===== config.mk =====
export PLATFORM = sky130hd
export DESIGN_NAME = pch_cfg_regs
export DESIGN_NICKNAME = d
export VERILOG_FILES = /design/src/pch_pkg.sv /design/src/pch_cfg_regs.sv /design/src/pch_wbyte.sv
export VERILOG_INCLUDE_DIRS = /design/src /design/src/src
export SDC_FILE = /design/constraint.sdc
export NUM_CORES = 1
export LEC_CHECK = 0
export BUFFER_PORTS_ARGS = -buffer_cell sky130_fd_sc_hd__buf_2
export CAP_MARGIN = 20
export CORE_MARGIN = 2
export CORE_UTILIZATION = 40
export CTS_CLUSTER_DIAMETER = 40
export DETAILED_ROUTE_END_ITERATION = 12
export PLACE_DENSITY_LB_ADDON = 0.25
export SLEW_MARGIN = 20
export SYNTH_ARGS = -nofsm -noshare
export SYNTH_HDL_FRONTEND = slang
export SYNTH_SLANG_ARGS = --single-unit

===== constraint.sdc =====
create_clock -name CLK -period 2.5 [get_ports CLK]
set_input_delay 0.125 -clock CLK [delete_from_list [all_inputs] [get_ports CLK]]
set_output_delay 0.125 -clock CLK [all_outputs]
set_load 0.01 [all_outputs]

===== src/pch_defines.svh =====
`ifndef PCH_DEFINES_SVH
`define PCH_DEFINES_SVH

// ==========================================================
// Configuration cycle qualification
`define PCH_CMD_CFG_READ 4'hA
`define PCH_CMD_CFG_WRITE 4'hB
`define PCH_ALIGN_ZERO 2'h0

// ==========================================================
// Configuration offsets (byte address, dword aligned)
`define PCH_OFF_ID 8'h00
`define PCH_OFF_CMD 8'h04

// ==========================================================
// Command word layout
`define PCH_CMD_RESET 16'h0000
`define PCH_CMD_MASK_LO 8'h57
`define PCH_CMD_MASK_HI 8'h01
`define PCH_BIT_IO 0
`define PCH_BIT_MEM 1
`define PCH_BIT_MST 2
`define PCH_BIT_MWI 4
`define PCH_BIT_PAR 6
`define PCH_BIT_SERR 8

// ==========================================================
// Master bus command codes
`define PCH_MCMD_MWR 4'h7
`define PCH_MCMD_MWI 4'hF

`define PCH_ZERO32 32'h0000_0000
`define PCH_ZERO16 16'h0000
`define PCH_ZERO8 8'h00

`endif


===== src/pch_pkg.sv =====
package pch_pkg;
	typedef logic [15:0] pch_word_t;
	typedef logic [7:0] pch_byte_t;
	typedef enum logic [1:0] {PCH_SEL_ZERO, PCH_SEL_ID, PCH_SEL_CMD} pch_sel_t;
endpackage


===== src/pch_cfg_regs.sv =====
`timescale 1ns/1ps
`include "pch_defines.svh"
module pch_cfg_regs
	import pch_pkg::*;
#(
	parameter pch_word_t VENDOR_ID = 16'h1234, // arbitrary value
	parameter pch_word_t DEVICE_ID = 16'h5678 // arbitrary value
) (
	input wire logic CLK,
	input wire logic RST_N,
	input wire logic CFG_STB,
	input wire logic CFG_IDSEL,
	input wire logic [3:0] CFG_CMD,
	input wire logic [7:0] CFG_ADDR,
	input wire logic [3:0] CFG_BE_N,
	input wire logic [31:0] CFG_WDATA,
	output logic CFG_ACK,
	output logic [31:0] CFG_RDATA,
	input wire logic DEV_STB,
	input wire logic [1:0] DEV_ADDR,
	output logic DEV_ACK,
	output logic [7:0] DEV_RDATA,
	input wire logic IO_HIT_IN,
	input wire logic MEM_HIT_IN,
	output logic IO_CLAIM,
	output logic MEM_CLAIM,
	input wire logic MST_REQ_IN,
	input wire logic [3:0] MST_CMD_IN,
	output logic MST_REQ,
	output logic [3:0] MST_CMD,
	output logic IO_ALLOW,
	output logic MEM_ALLOW,
	output logic MST_ALLOW,
	output logic PAR_ALLOW,
	output logic SERR_ALLOW,
	output logic MWI_ALLOW
);
	// ==========================================================
	// Access qualification and decode
	logic cfg_rd;
	logic cfg_wr;
	logic cfg_ok;
	logic hit_id;
	logic hit_cmd;
	logic we_lo;
	logic we_hi;
	logic mirror_ok;
	pch_sel_t sel;
	pch_word_t cmd;
	pch_byte_t cmd_lo;
	pch_byte_t cmd_hi;
	logic [31:0] rdata_nxt;
	pch_byte_t dev_nxt;
	logic [3:0] mcmd_nxt;

	assign cfg_rd = CFG_CMD == `PCH_CMD_CFG_READ;
	assign cfg_wr = CFG_CMD == `PCH_CMD_CFG_WRITE;
	assign cfg_ok = CFG_STB && CFG_IDSEL && (CFG_ADDR[1:0] == `PCH_ALIGN_ZERO)
		&& (cfg_rd || cfg_wr);
	assign hit_id = CFG_ADDR == `PCH_OFF_ID;
	assign hit_cmd = CFG_ADDR == `PCH_OFF_CMD;
	// Only the command bytes take writes; identity and reserved space drop data
	assign we_lo = cfg_ok && cfg_wr && hit_cmd && !CFG_BE_N[0];
	assign we_hi = cfg_ok && cfg_wr && hit_cmd && !CFG_BE_N[1];

	assign sel = !hit_id && !hit_cmd ? PCH_SEL_ZERO : (hit_id ? PCH_SEL_ID : PCH_SEL_CMD);

	// ==========================================================
	// Command word storage
	pch_wbyte #(.MASK(`PCH_CMD_MASK_LO)) u_cmd_lo (
		.clk(CLK),
		.rst_n(RST_N),
		.we(we_lo),
		.wdata(CFG_WDATA[7:0]),
		.q(cmd_lo)
	);
	pch_wbyte #(.MASK(`PCH_CMD_MASK_HI)) u_cmd_hi (
		.clk(CLK),
		.rst_n(RST_N),
		.we(we_hi),
		.wdata(CFG_WDATA[15:8]),
		.q(cmd_hi)
	);
	assign cmd = {cmd_hi, cmd_lo};

	// ==========================================================
	// Read data selection
	always_comb begin
		case (sel)
			PCH_SEL_ID: rdata_nxt = {DEVICE_ID, VENDOR_ID};
			PCH_SEL_CMD: rdata_nxt = {`PCH_ZERO16, cmd};
			default: rdata_nxt = `PCH_ZERO32;
		endcase
	end

	// Device-space mirror of the identity bytes
	assign mirror_ok = DEV_STB && (cmd[`PCH_BIT_IO] || cmd[`PCH_BIT_MEM]);
	always_comb begin
		case (DEV_ADDR)
			2'h0: dev_nxt = VENDOR_ID[7:0];
			2'h1: dev_nxt = VENDOR_ID[15:8];
			2'h2: dev_nxt = DEVICE_ID[7:0];
			default: dev_nxt = DEVICE_ID[15:8];
		endcase
	end

	assign mcmd_nxt = (MST_CMD_IN == `PCH_MCMD_MWI && !cmd[`PCH_BIT_MWI]) ?
		`PCH_MCMD_MWR : MST_CMD_IN;

	// ==========================================================
	// Registered outputs
	always_ff @(posedge CLK) begin
		if (!RST_N) begin
			CFG_ACK <= 1'b0;
			CFG_RDATA <= `PCH_ZERO32;
			DEV_ACK <= 1'b0;
			DEV_RDATA <= `PCH_ZERO8;
		end else begin
			CFG_ACK <= cfg_ok;
			CFG_RDATA <= (cfg_ok && cfg_rd) ? rdata_nxt : `PCH_ZERO32;
			DEV_ACK <= mirror_ok;
			DEV_RDATA <= mirror_ok ? dev_nxt : `PCH_ZERO8;
		end
	end

	always_ff @(posedge CLK) begin
		if (!RST_N) begin
			IO_CLAIM <= 1'b0;
			MEM_CLAIM <= 1'b0;
			MST_REQ <= 1'b0;
			MST_CMD <= `PCH_MCMD_MWR;
		end else begin
			IO_CLAIM <= IO_HIT_IN && cmd[`PCH_BIT_IO];
			MEM_CLAIM <= MEM_HIT_IN && cmd[`PCH_BIT_MEM];
			MST_REQ <= MST_REQ_IN && cmd[`PCH_BIT_MST];
			MST_CMD <= mcmd_nxt;
		end
	end

	always_ff @(posedge CLK) begin
		if (!RST_N) begin
			IO_ALLOW <= 1'b0;
			MEM_ALLOW <= 1'b0;
			MST_ALLOW <= 1'b0;
			PAR_ALLOW <= 1'b0;
			SERR_ALLOW <= 1'b0;
			MWI_ALLOW <= 1'b0;
		end else begin
			IO_ALLOW <= cmd[`PCH_BIT_IO];
			MEM_ALLOW <= cmd[`PCH_BIT_MEM];
			MST_ALLOW <= cmd[`PCH_BIT_MST];
			PAR_ALLOW <= cmd[`PCH_BIT_PAR];
			SERR_ALLOW <= cmd[`PCH_BIT_SERR];
			MWI_ALLOW <= cmd[`PCH_BIT_MWI];
		end
	end

	logic unq;
	logic rd_id;
	logic rd_rsvd;
	logic rd_cmd;
	assign unq = CFG_STB && !cfg_ok;
	assign rd_id = cfg_ok && cfg_rd && hit_id;
	assign rd_rsvd = cfg_ok && cfg_rd && !hit_id && !hit_cmd;
	assign rd_cmd = cfg_ok && cfg_rd && hit_cmd;
endmodule


===== src/pch_wbyte.sv =====
`timescale 1ns/1ps
`include "pch_defines.svh"
// ==========================================================
// One writable byte; bits outside MASK always hold zero
module pch_wbyte
	import pch_pkg::*;
#(
	parameter pch_byte_t MASK = 8'hFF
) (
	input wire logic clk,
	input wire logic rst_n,
	input wire logic we,
	input wire pch_byte_t wdata,
	output pch_byte_t q
);
	pch_byte_t q_r;
	pch_byte_t q_nxt;

	assign q_nxt = we ? (wdata & MASK) : q_r;
	assign q = q_r;

	always_ff @(posedge clk) begin
		if (!rst_n) begin
			q_r <= `PCH_ZERO8;
		end else begin
			q_r <= q_nxt;
		end
	end
endmodule


## Word-level counts from Yosys, hierarchy flattened

Cells that the tools add are included.

| storage, ports and cells | value |
|---|---|
| register bits after elaboration | 61 |
| logic and storage cells | 56 |
| output and inout port bits | 55 |
| bits of input ports | 62 |

| cells by class | value |
|---|---|
| muxes and demuxes | 4 |
| eq/ne operators | 8 |
| reduce and logical (&&, ||, !) cells | 27 |
| bitwise operators | 1 |

Operators with widths:

| operator | number |
|---|---|
| one-hot mux 31 bit (2 select lines) | 1 |
| one-hot mux 7 bit (3 select lines) | 1 |
| logical AND 1 bit | 14 |
| == test 4 bit, second input constant | 3 |
| == test 8 x 3 -> 1 bit, second input constant | 1 |
| zero test 8 bit | 1 |
| zero test 1 bit | 5 |
| == test 2 x 1 -> 1 bit, second input constant | 2 |
| == test 2 bit, second input constant | 2 |
| zero test 2 bit | 2 |
| 2-to-1 mux 2 bit | 2 |
| AND reduction 2 bit | 2 |
| logical OR 1 bit | 2 |
| OR reduction 2 bit | 1 |
| NOT 1 bit | 1 |

## Longest topological paths before layout

Gate-level depths: netlist of run 1.

| depth | value |
|---|---|
| depth after elaboration | 6 |
| mapped depth | 6 |
| mapped depth without buffers | 5 |

## Hierarchy

From an unflattened synthesis of run 1, not the netlist that was laid out.

| second synthesis, totals | value |
|---|---|
| cell total of the unflattened synthesis | 162 |
| area total of the unflattened synthesis | 1707.9 µm² |

Modules (own cells, without submodules):

| module | instances | area each (µm²) | cells an instance | seq. area each (µm²) |
|---|---|---|---|---|
| pch_cfg_regs | 1 | 1396.3 | 131 | 760.7 |
| pch_wbyte at u_cmd_lo | 1 | 219.0 | 20 | 100.1 |
| pch_wbyte at u_cmd_hi | 1 | 92.6 | 11 | 20.0 |

## Worst setup path before layout of run 1

OpenSTA, ideal clock, no wires.

| timing | value |
|---|---|
| path type | input to register |
| start point | input port CFG_ADDR[3] |
| end point | register u_cmd_lo.q_r[0] (netlist: u_cmd_lo.q[0]) |
| cell stages on the path | 4 |
| arrival time | 903 ps |
| data required time | 2428 ps |
| buffers on the path | 1 |
| path slack | 1526 ps |
| library setup time | 72 ps |
| cells stage by stage | nor4_4 -> and4_1 -> buf_6 -> mux2i_1 |

| on the way | value |
|---|---|
| longest elaborated chain between the ends | 3 |

Ends and longest elaborated chain:

| element | RTL line | text |
|---|---|---|
| start: declaration | pch_cfg_regs.sv:14 | `input wire logic [7:0] CFG_ADDR,` |
| == test 8 x 3 -> 1 bit (no source line) | - |  |
| logical AND 1 bit (2 in a row) | pch_cfg_regs.sv:63 | `assign we_lo = cfg_ok && cfg_wr && hit_cmd && !CFG_BE_N[0];` |
| end signal: assignment | pch_wbyte.sv:24 | `` q_r <= `PCH_ZERO8; `` |
| end signal: assignment | pch_wbyte.sv:26 | `q_r <= q_nxt;` |
| end: declaration | pch_wbyte.sv:16 | `pch_byte_t q_r;` |

Every way passes these cells.
A chain may end at the register's enable or synchronous reset.

## Worst setup path in the final report of run 1

| timing | value |
|---|---|
| start point | input port CFG_ADDR[2] |
| end point | register u_cmd_lo.q_r[1] (netlist: u_cmd_lo.q[1]) |

The elaborated chain is that of the path after synthesis.

==> metrics.yaml, run 1 <==
outcome: "finished clean"
ys.flop_type: "dfxtp_1"
yosys_warnings: 0
grt_pass1_wl_microns: 4015
clockBufferDepth: 2
drv_cap: 0
synth_edf_count: 0
gp_congestion: 0.7516
dp_slack_ns: 1.186
hpwl_microns: 1877
maxSlewViolCount: 0
routed_wl_microns: 2496
rsz0062_at_grt: "no"
synth_top_area_share: 0.4954
htree_levels: 2
via_per_inst: 4.126
antenna_cells: 0
layout.nets: 274
synth_cells: 140
yosysUniqueCellTypes: 25
cp_top_family: "buffers and inverters"
tritoncts: "built"
die_x_microns: 62.61
syn-cell-area_sq_um: 1374
crit_type: "in2reg"
fmax_mhz: 748.3
synth.top_cells.by_count: "dfxtp_1 (34), buf_4 (27), inv_1 (16), nand2_1 (12), nor2_1 (9)"
fin_crit_sh: 0.5345
holdBufCountCts: 4
reg2reg_from: "u_cmd_lo.q[0]"
final_antenna_net_count: 0
io_pins: 117
synth_area_leaders: "dfxtp_1 (50%), buf_4 (15%), mux2i_1 (4.4%), inv_1 (4.4%), ha_1 (3.6%)"
vdd.ir_drop.worst_v: 0.0002817
holdCritPathClass: "in2reg"
antenna_found_initial: 0
grt_max_degree: 21
r2r_cells: 5
detail_route.wl_per_cell_microns: 9.827
grtUsageTotal: 0.1330
clkSinkCount: 34
path_cells: "dlygate4sd3_1 -> buf_2 -> and4_1 -> and4_1 -> mux2i_1"
final_cells: 254
critical_path_arrival_ns: 1.59
syn_to_final_growth_pct: 24.32
drc: 0
setup_viol: 0
seq_area_frac_synth: 0.4954
core_area_sq_um: 3311
dr.pass1.iters: 3
grt_overflow: 0
regToRegSetupSlack_ns: 1.45
critPathMaxFanout: 5
min_period_ns: 1.336
drive_gt1_frac: 0.3846
rows: 21
initial_utilization: 0.4150
crit_end: "u_cmd_lo.q[1]"
worst_r2r_endpoint: "DEV_RDATA[3]"
post_cts_buffers: 0
die_area_sq_um: 3919
slowest_delay_ns: 0.52
synth_top_area_cell: "dfxtp_1"
num_vias: 1048
endpoint_kind: "flip-flop"
hold_viol: 0
setup_slack_ns: 1.164
finClkSkew_ns: 0.001893
p_leak_nw: 0.9656
cts-root-buf: "clkbuf_4"
cp_num_cells: 5
crit_top_cell: "and4_1"
io_buffers: 71
crit_start: "CFG_ADDR[2]"
cellPowerDensity_nw_per_um2: 519.9
cts_resized: 0
placedCellCount: 243
syn_avg_cell_area_sq_um: 9.813
cts-buffers-inserted: 5
drtIter0Drc: 15
clk_pin_slew_ns: 0.09
worstPathRequired_ns: 2.76
die_y_microns: 62.61
fin_setup_tns_ns: 0
async_flop_share: 0
cp_slowest_cell: "dlygate4sd3_1"
crit_buf_inv: 2
grt_pass1_vias: 903
ys_ff_latch: 34
yosysMostFrequentCell: "dfxtp_1"
start_kind: "input port"
clock_latency_ns: 0.32
-- cell usage in the layout (no fill, tap or decap), drive strengths merged, types with 5 or more instances in the layout --
| master | n |
|---|---|
| clkbuf | 7 |
| nand2 | 12 |
| inv | 16 |
| mux2i | 6 |
| conb | 17 |
| buf | 71 |
| nor4 | 5 |
| nor2 | 9 |
| dfxtp | 34 |
-- area by class of cell --
class | count | area, sq um
Tap cell | 46 | 57.56
Timing Repair Buffer | 75 | 395.4
Sequential cell | 34 | 680.7
Multi-Input combinational cell | 76 | 469.2
Fill cell | 350 | 1603
Clock buffer | 7 | 45.04
Inverter | 16 | 60.06
-- worst min path at each step --
stage                     to  depth (start not counted)          start  slack (ns)
2_1_floorplan  CFG_RDATA[28]                          1    CFG_ADDR[2]        0.20
3_3_place_gp   CFG_RDATA[28]                          2    CFG_ADDR[2]        0.33
3_5_place_dp   CFG_RDATA[28]                          2    CFG_ADDR[2]        0.33
4_1_cts           MST_CMD[3]                          2  MST_CMD_IN[3]       0.004
5_1_grt        u_cmd_lo.q[4]                          3   CFG_WDATA[4]        0.01
6_report          MST_CMD[3]                          2  MST_CMD_IN[3]        0.02
-- kinds of logic after synthesis --
group / synth area share
simple gates: 0.2086
buf+inv: 0.2067
flops: 0.4954
mux: 0.04372
fa+ha+maj: 0.03643
compound gates: 0.006376
other cells: 0.002730
-- per-layer routing --
metal	GRT usage	vias up	routed length, microns	part of all wire
li1	-	540	-	-
met1	0.1479	456	1053	0.42
met2	0.2258	50	1228	0.49
met3	0.04505	2	188	0.075
met4	0.06667	0	25	0.010
met5	0	-	0	0
-- where the power goes --
part	internal (W)	total (W)	switching [W]
Combinational	0.0000348	0.0000755	0.0000408
Clock	0.000106	0.000267	0.000161
Sequential	0.000545	0.000545	0.000000629
-- metrics by stage --
| step | power, W | utilization | hold WS [ns] | instance area (sq um) |
|---|---|---|---|---|
| 5_1_grt | 0.0009391 | 0.5159 | 0.01064 | 1708 |
| 3_5_place_dp | 0.0006279 | 0.4902 | 0.3268 | 1623 |
| 6_report | 0.0008879 | 0.5159 | 0.02242 | 1708 |
| 3_3_place_gp | 0.0006281 | 0.4902 | 0.3292 | 1623 |
| 4_1_cts | 0.0009043 | 0.5159 | 0.003921 | 1708 |
| 2_1_floorplan | 0.0006124 | - | 0.2043 | 1434 |
-- state kept, by name, indices dropped and copies added, names as in the netlist --
name	flops
MWI_ALLOW	1
MST_REQ	1
CFG_ACK	1
SERR_ALLOW	1
DEV_ACK	1
u_cmd_hi.q	1
MST_ALLOW	1
IO_ALLOW	1
IO_CLAIM	1
PAR_ALLOW	1
DEV_RDATA	6
MEM_CLAIM	1
u_cmd_lo.q	5
MST_CMD	4
MEM_ALLOW	1
CFG_RDATA	7
Power figures use the tool's default switching activity.
==> run 2, diff against run 1 <==
--- a/config.mk
+++ b/config.mk
@@ -9,7 +9,7 @@
 export BUFFER_PORTS_ARGS = -buffer_cell sky130_fd_sc_hd__buf_2
 export CAP_MARGIN = 20
 export CORE_MARGIN = 2
-export CORE_UTILIZATION = 40
+export CORE_UTILIZATION = 37
 export CTS_CLUSTER_DIAMETER = 40
 export DETAILED_ROUTE_END_ITERATION = 12
 export PLACE_DENSITY_LB_ADDON = 0.25
==> constraint.sdc (replaced) <==
create_clock -name CLK -period 1.4 [get_ports CLK]
set_input_delay 0.07 -clock CLK [delete_from_list [all_inputs] [get_ports CLK]]
set_output_delay 0.07 -clock CLK [all_outputs]
set_load 0.01 [all_outputs]
==> run 2 against run 1 <==
Compared with the run above:
- critical path type unchanged
- wire length decreased by 0.40%
- via count decreased by 0.29%
- total power increased by 130%
==> metrics.yaml, run 2 (synthesis gave the netlist of run 1 again) <==
outcome: "finished clean"
p_int_w: 0.001609
clkSinkCount: 34
slowest_delay_ns: 0.53
largest_register: "CFG_RDATA"
final_common_cell: "buf_2"
io_pins: 117
grt_max_degree: 14
final_cell_mix: "buf_2 (71), dfxtp_1 (34), conb_1 (17)"
wl_met1_microns: 978
dp_slack_ns: 0.1455
grt_overflow: 0
reg2reg_from: "u_cmd_lo.q[0]"
hold_viol: 0
cts-buffers-inserted: 5
start_kind: "input port"
critical_path_arrival_ns: 1.48
die_x_microns: 64.94
detail_route.wl_per_cell_microns: 9.562
worstPathRequired_ns: 1.61
p_sw_frac: 0.1975
final_area_sq_um: 1812
routed.top_layer: "met4"
grt_pass1_wl_microns: 4146
seq_power_share: 0.486
fmax_mhz: 787.7
grtUsageTotal: 0.1300
setup_slack_ns: 0.1305
htree_levels: 2
drive_gt1_frac: 0.4057
final_core_util: 0.5024
fin_setup_tns_ns: 0
r2r_cells: 5
holdCritPathClass: "in2reg"
vdd.ir_drop.worst_v: 0.0005100
grt_pass1_vias: 999
post_cts_buffers: 0
rows: 22
path_cells: "dlygate4sd3_1 -> buf_2 -> and4_1 -> and4_2 -> mux2i_1"
core_area_sq_um: 3606
io_buffers: 71
finClkSkew_ns: 0.003378
holdPathEnd: "MEM_CLAIM"
clockBufferDepth: 2
wl_met2_microns: 1206
p_leak_nw: 1.016
drtIter0Drc: 10
fin_crit_sh: 0.9068
critPathMaxFanout: 5
crit_type: "in2reg"
layout.nets: 278
initial_utilization: 0.3810
setup_viol: 0
via_per_inst: 4.019
maxSlewViolCount: 0
syn_to_final_growth_pct: 31.88
drc: 0
largest_reg_flops: 7
hpwl_microns: 1932
crit_buf_inv: 2
final_antenna_net_count: 0
die_y_microns: 64.94
cp_top_family: "buffers and inverters"
power_switching_w: 0.0003962
clk_pin_slew_ns: 0.06
min-delay-start: "MEM_HIT_IN"
rsz0062_at_grt: "no"
cts-root-buf: "clkbuf_8"
dpl-instance-area_sq_um: 1648
dr.pass1.iters: 2
hold_depth: 2
tritoncts: "built"
antenna_found_initial: 0
antenna_cells: 0
min_period_ns: 1.269
worst_r2r_endpoint: "DEV_RDATA[3]"
clock_latency_ns: 0.28
regToRegSetupSlack_ns: 0.43
cp_slowest_cell: "dlygate4sd3_1"
cellPowerDensity_nw_per_um2: 1107
p_comb_frac: 0.070
num_vias: 1045
routed_wl_microns: 2486
p_clk_frac: 0.444
gp_congestion: 0.7060
wl_met3_microns: 264
drv_cap: 0
endpoint_kind: "flip-flop"
die_area_sq_um: 4217
-- run 2: cell types whose count changed in the layout (fill, tap and decap cells not counted) --
| cell | before | now |
|---|---|---|
| bufinv_16 | 0 | 1 |
| and4_1 | 2 | 1 |
| clkbuf_8 | 0 | 6 |
| dlygate4sd3_1 | 4 | 5 |
| clkbuf_1 | 2 | 0 |
| and4_2 | 0 | 1 |
| buf_4 | 0 | 3 |
| clkbuf_4 | 5 | 0 |
-- run 2: worst max-delay path by stage --
stage                        from             to  slack [ns]  cells past startpoint
detailed placement    CFG_ADDR[3]  u_cmd_lo.q[6]        0.15                      4
floorplan           u_cmd_lo.q[0]   DEV_RDATA[3]        0.46                      5
global route          CFG_ADDR[2]  u_cmd_lo.q[2]        0.08                      5
global placement      CFG_ADDR[3]  u_cmd_lo.q[2]        0.14                      4
finish                CFG_ADDR[2]  u_cmd_lo.q[6]        0.13                      5
CTS                   CFG_ADDR[2]  u_cmd_lo.q[6]        0.07                      5
-- run 2: metrics by stage --
stage | instances | total power, W | hold slack, ns
4_1_cts | 260 | 0.002032 | 0.01504
5_1_grt | 260 | 0.002096 | 0.01055
6_report | 260 | 0.002005 | 0.02135
3_5_place_dp | 248 | 0.001125 | 0.2764
3_3_place_gp | 248 | 0.001125 | 0.2725
2_1_floorplan | 156 | 0.001094 | 0.1493
-- run 2: power groups by stage --
stage / registers [W] / clock network (W) / logic [W]
final: 0.000975 / 0.000891 / 0.000140
after global routing: 0.000974 / 0.000963 / 0.000159
after CTS: 0.000975 / 0.000918 / 0.000140
after detailed placement: 0.000996 / 0 / 0.000129
after global placement: 0.000996 / 0 / 0.000128
after floorplan: 0.00100 / 0 / 0.0000935
-- run 2: routing by layer --
layer / up-vias / global-route usage
met5: - / 0
met4: 0 / 0.05319
met3: 6 / 0.06250
met2: 46 / 0.2178
met1: 449 / 0.1398
li1: 544 / -
-- run 2: cell type report --
cell class                      count  area, sq um
Clock buffer                        6        82.58
Clock inverter                      1        30.03
Multi-Input combinational cell     76        470.5
Fill cell                         383         1794
Sequential cell                    34        680.7
Inverter                           16        60.06
Tap cell                           48        60.06
Timing Repair Buffer               79        427.9
-- run 2: what timing repair did --
action / 4_1_cts / 5_1_grt
gates resized for setup: 0 / 1
hold buffers: 5 / 0
endpoints found under the hold margin: 5 / 0
endpoints found under the setup margin: 0 / 1
==> run 3, diff against run 2 <==
--- a/config.mk
+++ b/config.mk
@@ -13,6 +13,7 @@
 export CTS_CLUSTER_DIAMETER = 40
 export DETAILED_ROUTE_END_ITERATION = 12
 export PLACE_DENSITY_LB_ADDON = 0.25
+export REMOVE_ABC_BUFFERS = 1
 export SLEW_MARGIN = 20
 export SYNTH_ARGS = -nofsm -noshare
 export SYNTH_HDL_FRONTEND = slang
==> run 3 against run 2 <==
Compared with the run above:
- clock-buffer cell count stayed put
- wire length is 0.40% lower
- fmax is 4.9% lower
- cell count stayed put
- non-clock buffer count is 1 lower
- clock skew is 0.00068 ns lower
- clock power is 22% higher
- setup slack worse by 0.066 ns
- utilization is 0.52 points higher
- critical path depth stayed put
- sequential power hardly changed
- worst hold slack worse by 0.0015 ns
==> metrics.yaml, run 3 (synthesis gave the netlist of run 1 again) <==
fin_setup_tns_ns: 0
via_per_inst: 4.058
endpoint_kind: "flip-flop"
antenna_found_initial: 0
cts-root-buf: "clkbuf_8"
grt_overflow: 0
fin_crit_sh: 0.9537
io_buffers: 71
initial_utilization: 0.3810
crit_type: "in2reg"
drc: 0
hpwl_microns: 1953
path_cells: "dlygate4sd3_1 -> buf_2 -> and4_1 -> and4_1 -> mux2i_1"
die_x_microns: 64.94
cellPowerDensity_nw_per_um2: 1201
rsz0062_at_grt: "no"
p_sw_frac: 0.1827
finClkSkew_ns: 0.002702
grt_max_degree: 16
drtIter0Drc: 24
largest_reg_flops: 7
holdCritPathClass: "in2reg"
tritoncts: "built"
multi_input_area_sq_um: 469.2
clockBufferDepth: 2
min_period_ns: 1.335
clk_pin_slew_ns: 0.07
die_area_sq_um: 4217
dr.pass1.iters: 3
detail_route.wl_per_cell_microns: 9.523
vdd.ir_drop.worst_v: 0.0009914
num_vias: 1055
final_cells: 260
routed_wl_microns: 2476
p_leak_nw: 1.026
io_pins: 117
grtUsageTotal: 0.1243
drive_gt1_frac: 0.4057
num-fill-cells: 357
slowest_delay_ns: 0.52
htree_levels: 2
clock_latency_ns: 0.28
start_kind: "input port"
final_common_cell: "buf_2"
hold_viol: 0
rows: 22
seqCellArea_sq_um: 680.7
fmax_mhz: 748.9
largest_register: "CFG_RDATA"
final_cell_mix: "buf_2 (71), dfxtp_1 (34), conb_1 (17)"
power_switching_w: 0.0004018
crit_top_cell: "and4_1"
cp_slowest_cell: "dlygate4sd3_1"
outcome: "finished clean"
drv_cap: 0
layout.nets: 277
worstPathRequired_ns: 1.61
gp_congestion: 0.7114
p_comb_frac: 0.063
grt_pass1_vias: 983
die_y_microns: 64.94
maxSlewViolCount: 0
critical_path_arrival_ns: 1.54
placedCellCount: 248
cts-buffers-inserted: 5
clkSinkCount: 34
final_antenna_net_count: 0
setup_viol: 0
p_int_w: 0.001797
grt_pass1_wl_microns: 4015
post_cts_buffers: 0
p_clk_frac: 0.494
critPathMaxFanout: 5
syn_to_final_growth_pct: 33.24
seq_power_share: 0.443
antenna_cells: 0
core_area_sq_um: 3606
## run 3: timing repair
item | 4_1_cts | 5_1_grt
endpoints found under the hold margin | 4 | 0
hold buffers | 4 | 0
gates resized for setup | 0 | 0
## run 3: power groups by stage
| stage | registers [W] | clock network [W] | logic (W) |
|---|---|---|---|
| finish | 0.000975 | 0.00109 | 0.000138 |
| global route | 0.000974 | 0.00117 | 0.000155 |
| CTS | 0.000974 | 0.00112 | 0.000139 |
| detailed placement | 0.000997 | 0 | 0.000130 |
| global placement | 0.000996 | 0 | 0.000129 |
| floorplan | 0.00100 | 0 | 0.0000509 |
## run 3: path summary, 6_finish.rpt
check	slack [ns]	cells past startpoint	to	start
worst min register to register	0.43	2	CFG_RDATA[8]	u_cmd_hi.q[0]
worst max-delay path	0.06	5	u_cmd_lo.q[2]	CFG_ADDR[2]
worst max register to register	0.45	5	DEV_RDATA[3]	u_cmd_lo.q[0]
worst min-delay path	0.02	2	MEM_CLAIM	MEM_HIT_IN
## run 3: layout make-up
cell class                      instances  share of cell area
Clock buffer                            6             0.04511
Tap cell                               48             0.03281
Sequential cell                        34              0.3718
Inverter                               16             0.03281
Multi-Input combinational cell         76              0.2563
Timing Repair Buffer                   78              0.2283
Clock inverter                          2             0.03281
## run 3: metal layers
metal  vias to the layer above  part of all wire  track usage
met1                       457              0.40       0.1336
met2                        54              0.48       0.2152
met5                         -                 0            0
met4                         0            0.0040      0.04787
met3                         2              0.12      0.05208
li1                        542                 -            -
## run 3: stage by stage
step	area [sq um]	worst slack [ns]	hold slack, ns	util	power, W
final	1831	0.06478	0.01990	0.5076	0.002199
after global routing	1831	0.03640	0.008049	0.5076	0.002300
after CTS	1831	0.06173	0.007897	0.5076	0.002236
after detailed placement	1648	0.1361	0.2647	0.4570	0.001127
after global placement	1648	0.1535	0.2673	0.4570	0.001125
after floorplan	1210	0.3566	0.1430	-	0.001051
## run 3: worst max-delay path, delay by kind of cell
family        cells  cell delay, ns
mux               1            0.23
simple gates      2            0.60
buf+inv           2            0.63
